[config.mk]
export PLATFORM = sky130hd
export DESIGN_NAME = dasie_top
export DESIGN_NICKNAME = d
export VERILOG_FILES = /design/src/dasie_pkg.sv /design/src/dasie_top.sv /design/src/dasie_delay.sv
export SDC_FILE = /design/constraint.sdc
export NUM_CORES = 1
export LEC_CHECK = 0
export BUFFER_PORTS_ARGS = -buffer_cell sky130_fd_sc_hd__clkbuf_2
export CAP_MARGIN = 20
export CORE_UTILIZATION = 45
export DETAILED_ROUTE_END_ITERATION = 8
export PLACE_DENSITY = 0.73
export SLEW_MARGIN = 5
export SYNTH_ARGS = -nofsm -noshare
export SYNTH_HDL_FRONTEND = slang
export SYNTH_SLANG_ARGS = --single-unit
[constraint.sdc]
create_clock -name pclk -period 3.3 [get_ports pclk]
set_clock_uncertainty 0.1 [all_clocks]
set_input_delay 0.33 -clock pclk [delete_from_list [all_inputs] [get_ports pclk]]
set_output_delay 0.33 -clock pclk [all_outputs]
set_load 0.05 [all_outputs]
[src/dasie_pkg.sv]
// constants and types for the das interrupt enable logic
package dasie_pkg;
    localparam logic [11:0] ENABLE_OFS = 12'h000;
    localparam logic [11:0] TIMER_OFS = 12'h004;
    localparam logic [11:0] STATUS_OFS = 12'h008;
    localparam logic [11:0] MASK_OFS = 12'h00C;
    localparam logic [11:0] CTRL_OFS = 12'h010;
    localparam int ENA_LSB = 0;
    localparam int INSTR_LSB = 8;
    localparam int FCNT_LSB = 11;
    localparam int EV_LIMIT = 0;
    localparam int EV_INSTR = 1;
    localparam int EV_FIFO = 2;
    localparam int EV_AZ = 3;
    localparam int EV_CAL = 4;
    localparam int EV_PAUSE = 5;
    localparam int EV_LOWV = 6;
    localparam int EV_WAKE = 7;
    localparam logic [15:0] ENABLE_RST = 16'h0000;
    localparam logic [15:0] TIMER_RST = 16'h0000;
    localparam logic [7:0] MASK_RST = 8'h00;
    localparam logic [17:0] DELAY_MUL = 18'h00020;
    localparam logic [17:0] DELAY_ADD = 18'h00002;
    typedef enum logic [1:0] {DLY_IDLE, DLY_RUN} dasie_dly_e;
endpackage

[src/dasie_top.sv]
// interrupt enable logic with apb registers and sequencer delay
//
// Design decisions made here: register access over APB and the register addresses.
`timescale 1ns/1ps
`default_nettype none
module dasie_top (
    input wire logic pclk,
    input wire logic presetn,
    input wire logic psel,
    input wire logic penable,
    input wire logic pwrite,
    input wire logic [11:0] paddr,
    input wire logic [31:0] pwdata,
    output logic [31:0] prdata,
    output logic pready,
    output logic pslverr,
    input wire logic limit_cross_ev,
    input wire logic instr_start,
    input wire logic [2:0] instr_num,
    input wire logic [5:0] fifo_count,
    input wire logic autozero_done_ev,
    input wire logic calib_done_ev,
    input wire logic pause_hit_ev,
    input wire logic low_supply_ev,
    input wire logic wake_ready_ev,
    input wire logic timed_start,
    output logic delay_busy,
    output logic delay_done,
    output logic irq
);
    import dasie_pkg::*;
    logic [15:0] enable_reg;
    logic [15:0] timer_reg;
    logic [7:0] flag_reg;
    logic [7:0] mask_reg;
    logic [7:0] event_vec;
    logic [7:0] clr_vec;
    logic [5:0] fifo_prev_reg;
    logic fifo_hit;
    logic wr_en;
    logic rd_en;
    logic addr_ok;
    logic [7:0] ena_vec;
    logic [2:0] instr_cmp;
    logic [4:0] fifo_cmp;

    assign ena_vec = enable_reg[ENA_LSB +: 8];
    assign instr_cmp = enable_reg[INSTR_LSB +: 3];
    assign fifo_cmp = enable_reg[FCNT_LSB +: 5];

    // apb: zero wait states
    assign pready = 1'b1;
    assign addr_ok = (paddr == ENABLE_OFS) || (paddr == TIMER_OFS) ||
                     (paddr == STATUS_OFS) || (paddr == MASK_OFS) ||
                     (paddr == CTRL_OFS);
    assign pslverr = psel && penable && !addr_ok;
    assign wr_en = psel && penable && pwrite && addr_ok;
    assign rd_en = psel && penable && !pwrite && addr_ok;

    always_ff @(posedge pclk or negedge presetn) begin
        if (!presetn) begin
            enable_reg <= ENABLE_RST;
            timer_reg <= TIMER_RST;
            mask_reg <= MASK_RST;
        end else if (wr_en) begin
            if (paddr == ENABLE_OFS)
                enable_reg <= pwdata[15:0];
            if (paddr == TIMER_OFS)
                timer_reg <= pwdata[15:0];
            if (paddr == MASK_OFS)
                mask_reg <= pwdata[7:0];
        end
    end

    // captured in setup so it stands through the access edge
    always_ff @(posedge pclk or negedge presetn) begin
        if (!presetn) begin
            prdata <= 32'h00000000;
        end else if (psel && !penable) begin
            if (!pwrite && addr_ok) begin
                unique case (paddr)
                    ENABLE_OFS: prdata <= {16'h0000, enable_reg};
                    TIMER_OFS: prdata <= {16'h0000, timer_reg};
                    STATUS_OFS: prdata <= {24'h000000, flag_reg};
                    MASK_OFS: prdata <= {24'h000000, mask_reg};
                    default: prdata <= {31'h00000000, delay_busy};
                endcase
            end else begin
                prdata <= 32'h00000000;
            end
        end
    end

    // fifo hit only on arrival at threshold, not while sitting there
    assign fifo_hit = (fifo_count == {1'b0, fifo_cmp}) &&
                      (fifo_prev_reg != fifo_count);
    always_ff @(posedge pclk or negedge presetn) begin
        if (!presetn)
            fifo_prev_reg <= 6'h00;
        else
            fifo_prev_reg <= fifo_count;
    end

    always_comb begin
        event_vec = 8'h00;
        event_vec[EV_LIMIT] = limit_cross_ev;
        event_vec[EV_INSTR] = instr_start && (instr_num == instr_cmp);
        event_vec[EV_FIFO] = fifo_hit;
        event_vec[EV_AZ] = autozero_done_ev;
        event_vec[EV_CAL] = calib_done_ev;
        event_vec[EV_PAUSE] = pause_hit_ev;
        event_vec[EV_LOWV] = low_supply_ev;
        event_vec[EV_WAKE] = wake_ready_ev;
    end

    // read clears only the flags it reported, so none is lost
    assign clr_vec = (rd_en && paddr == STATUS_OFS) ? prdata[7:0] :
                     (wr_en && paddr == STATUS_OFS) ? pwdata[7:0] : 8'h00;
    always_ff @(posedge pclk or negedge presetn) begin
        if (!presetn)
            flag_reg <= 8'h00;
        else
            flag_reg <= (flag_reg & ~clr_vec) | event_vec;
    end

    always_ff @(posedge pclk or negedge presetn) begin
        if (!presetn)
            irq <= 1'b0;
        else
            irq <= |(flag_reg & ena_vec & mask_reg);
    end

    dasie_delay u_delay (
        .pclk(pclk),
        .presetn(presetn),
        .start(timed_start),
        .preset(timer_reg),
        .busy(delay_busy),
        .done(delay_done)
    );

    property p_flag_set;
        @(posedge pclk) disable iff (!presetn)
        limit_cross_ev |=> flag_reg[EV_LIMIT];
    endproperty
    a_flag_set: assert property (p_flag_set)
        else $error("limit event did not set flag");

    property p_irq_on;
        @(posedge pclk) disable iff (!presetn)
        (|(flag_reg & enable_reg[7:0] & mask_reg)) |=> irq;
    endproperty
    a_irq_on: assert property (p_irq_on)
        else $error("irq missing for enabled flag");

    property p_irq_gate;
        @(posedge pclk) disable iff (!presetn)
        irq |-> $past(|(flag_reg & enable_reg[7:0]));
    endproperty
    a_irq_gate: assert property (p_irq_gate)
        else $error("irq without enabled flag");

    property p_instr;
        @(posedge pclk) disable iff (!presetn)
        (instr_start && instr_num == enable_reg[10:8]) |=> flag_reg[EV_INSTR];
    endproperty
    a_instr: assert property (p_instr)
        else $error("instruction match not flagged");

    property p_read_clr;
        @(posedge pclk) disable iff (!presetn)
        (rd_en && paddr == STATUS_OFS && event_vec == 8'h00) |=>
            (flag_reg & $past(prdata[7:0])) == 8'h00;
    endproperty
    a_read_clr: assert property (p_read_clr)
        else $error("status read did not clear flags");

    property p_wake;
        @(posedge pclk) disable iff (!presetn)
        (wake_ready_ev && enable_reg[EV_WAKE] && mask_reg[EV_WAKE]) |-> ##2 irq;
    endproperty
    a_wake: assert property (p_wake)
        else $error("wake event irq late");

    property p_cal;
        @(posedge pclk) disable iff (!presetn)
        calib_done_ev |=> flag_reg[EV_CAL];
    endproperty
    a_cal: assert property (p_cal)
        else $error("calibration flag not set");

    property p_pause;
        @(posedge pclk) disable iff (!presetn)
        pause_hit_ev |=> flag_reg[EV_PAUSE];
    endproperty
    a_pause: assert property (p_pause)
        else $error("pause flag not set");
endmodule
`default_nettype wire

[src/dasie_delay.sv]
// sequencer delay counter loaded from the timer preset
`timescale 1ns/1ps
`default_nettype none
module dasie_delay (
    input wire logic pclk,
    input wire logic presetn,
    input wire logic start,
    input wire logic [15:0] preset,
    output logic busy,
    output logic done
);
    import dasie_pkg::*;
    dasie_dly_e state_reg;
    logic [21:0] count_reg;
    logic [21:0] load_val;
    // delay = 32*N + 2 cycles
    assign load_val = 22'(preset) * 22'(DELAY_MUL) + 22'(DELAY_ADD);
    assign busy = (state_reg == DLY_RUN);
    always_ff @(posedge pclk or negedge presetn) begin
        if (!presetn) begin
            state_reg <= DLY_IDLE;
            count_reg <= 22'h000000;
            done <= 1'b0;
        end else begin
            done <= 1'b0;
            unique case (state_reg)
                DLY_IDLE: begin
                    if (start) begin
                        count_reg <= load_val - 22'h000001;
                        state_reg <= DLY_RUN;
                    end
                end
                DLY_RUN: begin
                    if (count_reg == 22'h000000) begin
                        done <= 1'b1;
                        state_reg <= DLY_IDLE;
                    end else begin
                        count_reg <= count_reg - 22'h000001;
                    end
                end
            endcase
        end
    end
    property p_delay_len;
        @(posedge pclk) disable iff (!presetn)
        (start && !busy && preset == 16'h0000) |-> ##3 done;
    endproperty
    a_delay_len: assert property (p_delay_len)
        else $error("zero preset delay not two cycles");
endmodule
`default_nettype wire

==> results by group <==
Min path
  – HP Class: input pin to flop

STA
  – Final Hold Vio Count: 0
  – Setup ws final: 0.913 ns
  – Fin Setup TNS: 0 ns
  – Final setup vio count: 0
  – Relative slew margins: 0.427
  – Fmax: ~420 MHz
  – Tcrit/Tclk final: 0.723
  – Minimum clock period: 2.39 ns
  – Max-slew violation count: 0
  – Worst slew pin tran: between 0.8 and 0.9 ns
  – RSZ-0062 raised after global routing: false

Yosys
  – Post-synthesis sequential area ratio: 0.494
  – Most common cell in the netlist: dfrtp_1
  – Synth top area cells: dfrtp_1, mux2_2, mux4_2
  – #FFs+latches synth: 95
  – Post-synthesis async set-or-reset flop share: 1.00
  – Synthesis Warnings: 0
  – Post-synth top cells: dfrtp_1, mux2_2, nand2_1, buf_4, nor2_1
  – Post-Syn Instances: approximately 420
  – Cell variety after synth: 64
  – Synthesized area per cell: 11.5 sq um
  – Number of flops mapped to enable cells by yosys: 0
  – Area leader, netlist: dfrtp_1
  – Synthesized area: 0.00482 sq mm
  – Most used DFF post-synth: dfrtp_1
  – Area fraction of the dominant cell type after synthesis: 0.494

Place
  – # port buffers: slightly below 70
  – Worst Setup Slack post-DPL: between 0.7 and 0.8 ns
  – Cells after DPL: between 600 and 700
  – DP HPWL: between 7 and 8 mm
  – Gpl congestion: about 0.94

CTS
  – Clk slew on worst S/H paths: roughly 0.10 ns
  – H-tree depth: 3
  – # clock sinks: between 90 and 100
  – Longest Clk Path Bufs: 2
  – CTS buffer count: 9
  – CTS tree: yes
  – Clk_lat worst skew: 0.37 ns
  – Root Buffer: clkbuf_8

Setup path
  – Cell Chain, Critical Path: nor4_4, nand4_2, nor3_4, or2b_4, inv_2, o22ai_1
  – CP arrival: 2.58 ns
  – Slowest cell delay on critical path: between 0.5 and 0.6 ns
  – CP Capture Type: flop
  – Critical path class: flop to flop
  – Buf/Inv on CP: 1
  – Max FO, Critical Path: 10
  – Worst path slowest cell: nor4_4
  – WP data required: around 3.5 ns
  – Startpoint types: flop
  – Delay-heaviest family, CP: simple AND/OR/NAND/NOR gates

Layout
  – Finished Layout Cells: 630
  – Fill cells: roughly 940
  – Final net count: 557
  – ANT cells: 0
  – Fin util: 0.528
  – Share of layout cells above drive strength 1: 0.322
  – Area growth from synthesis to layout: 13.6%
  – Max reg flops: 22

Floorplanning
  – Initial Utilization: 0.464
  – Core area: ~0.010 sq mm
  – Num ports: about 100
  – Width of the die: between 100 and 150 um
  – DIE AREA: 0.0111 sq mm
  – # rows: 37
  – Die Height: 105 um

Global routing
  – First-pass GRT wire length: between 15 and 20 mm
  – Total GRT Usage: 0.210
  – Vias in the first global route: 3578
  – Largest net degree at the start of global routing: 60
  – GR Overflow Total: 0
  – Initial antenna violation count: 0

Power and ir drop
  – Static Leak: ~2.5 nW
  – Worst vdd rail ir drop: between 200 and 250 uV
  – Gate power share: 0.183
  – Design Power: 0.00262 W
  – Switching pwr: between 0.0008 and 0.0009 W
  – Power per cell area: 479 mW/mm^2
  – Internal: about 0.0018 W
  – Reg power frac: 0.542
  – Switching share of power: 0.326
  – Clock share of power: 0.276

Route
  – Via count: 3544
  – Remaining routing DRC violations: 0
  – First drt pass iteration count: 4
  – Initial DRC Count: about 250
  – DRT antenna net count: 0
  – Mean routed wirelength per cell: between 15 and 20 um
  – DR vias/cell: between 5 and 6
  – Total wire length: 10.9 mm

Job
  – Max Cap Viol: 0

Status
  – Status: complete, no violations
## per-layer routing
layer  up-vias  share of wire  global-route usage
met5         -              0                   0
met4         0         0.0078              0.0523
met3         8          0.049              0.0482
met2        98           0.49               0.349
met1      1787           0.45               0.278
li1       1651              -                   -
## metrics by stage
stage	instance area (sq um)	hold slack (ns)
2_1_floorplan	4870	-0.0656
3_3_place_gp	5230	0.345
3_5_place_dp	5230	0.350
4_1_cts	5470	0.00124
5_1_grt	5470	0.00643
6_report	5470	0.0169
## power groups by stage
stage	Sequential, W	Combinational, W	Clock, W
after floorplan	0.00139	0.000388	0
after global placement	0.00143	0.000461	0
after detailed placement	0.00144	0.000476	0
after CTS	0.00142	0.000482	0.000739
after global routing	0.00144	0.000531	0.000788
final	0.00142	0.000479	0.000723
## cells in the final DEF, fill, tap and decap left out, types with 5 or more instances in the layout
cell type | netlist | layout
clkbuf_8 | 0 | 10
buf_4 | 18 | 6
nor3_1 | 6 | 6
a22o_1 | 8 | 8
nand3_1 | 15 | 15
xor2_1 | 10 | 10
nor2b_1 | 6 | 6
a21o_1 | 7 | 7
conb_1 | 2 | 17
clkbuf_2 | 0 | 68
inv_1 | 5 | 5
a21oi_1 | 10 | 10
xnor2_1 | 7 | 7
mux2_2 | 48 | 48
mux4_2 | 8 | 8
o21ai_0 | 16 | 16
dfrtp_1 | 95 | 95
nor2_1 | 17 | 17
mux2i_1 | 11 | 11
nand2_1 | 37 | 37
a211oi_1 | 6 | 6
dlygate4sd3_1 | 0 | 6
nor4_1 | 9 | 9
## logic make-up after synthesis
family	Yosys count	share of synthesized area
buf+inv	39	0.0449
xor+xnor	17	0.0309
other cells	2	0.00156
simple gates	121	0.144
compound gates	75	0.110
fa+ha+maj	1	0.00260
mux	67	0.173
flops	95	0.494
## path summary, 6_finish.rpt
| path | startpoint | endpoint | slack [ns] | cells past startpoint |
|---|---|---|---|---|
| max in group asynchronous | presetn | prdata[10]$_DFFE_PN0P_ | 1.86 | 3 |
| setup / recovery | u_delay.count_reg[8]$_DFFE_PN0P_ | u_delay.count_reg[1]$_DFFE_PN0P_ | 0.91 | 6 |
| hold reg to reg | prdata[13]$_DFFE_PN0P_ | prdata[13]$_DFFE_PN0P_ | 0.39 | 2 |
| setup reg to reg | u_delay.count_reg[8]$_DFFE_PN0P_ | u_delay.count_reg[1]$_DFFE_PN0P_ | 0.91 | 6 |
| hold / removal | fifo_count[3] | fifo_prev_reg[3]$_DFF_PN0_ | 0.02 | 1 |
| min in group asynchronous | presetn | flag_reg[2]$_DFF_PN0_ | 0.46 | 2 |
## repair_timing
action,4_1_cts,5_1_grt
buffers inserted,0,0
hold buffers,6,0
resized for setup,0,0
endpoints found under the hold margin,62,0
## layout make-up
class,count,area [sq um],area share
inverters,6,22.5,0.00412
repair buffers,80,445,0.0814
well taps,136,170,0.0311
flip-flops and latches,95,2380,0.434
clock inverters,5,41.3,0.00754
clock buffers,10,138,0.0251
multi-input cells,298,2280,0.416
Note: power is estimated with default switching activity, not from simulation.
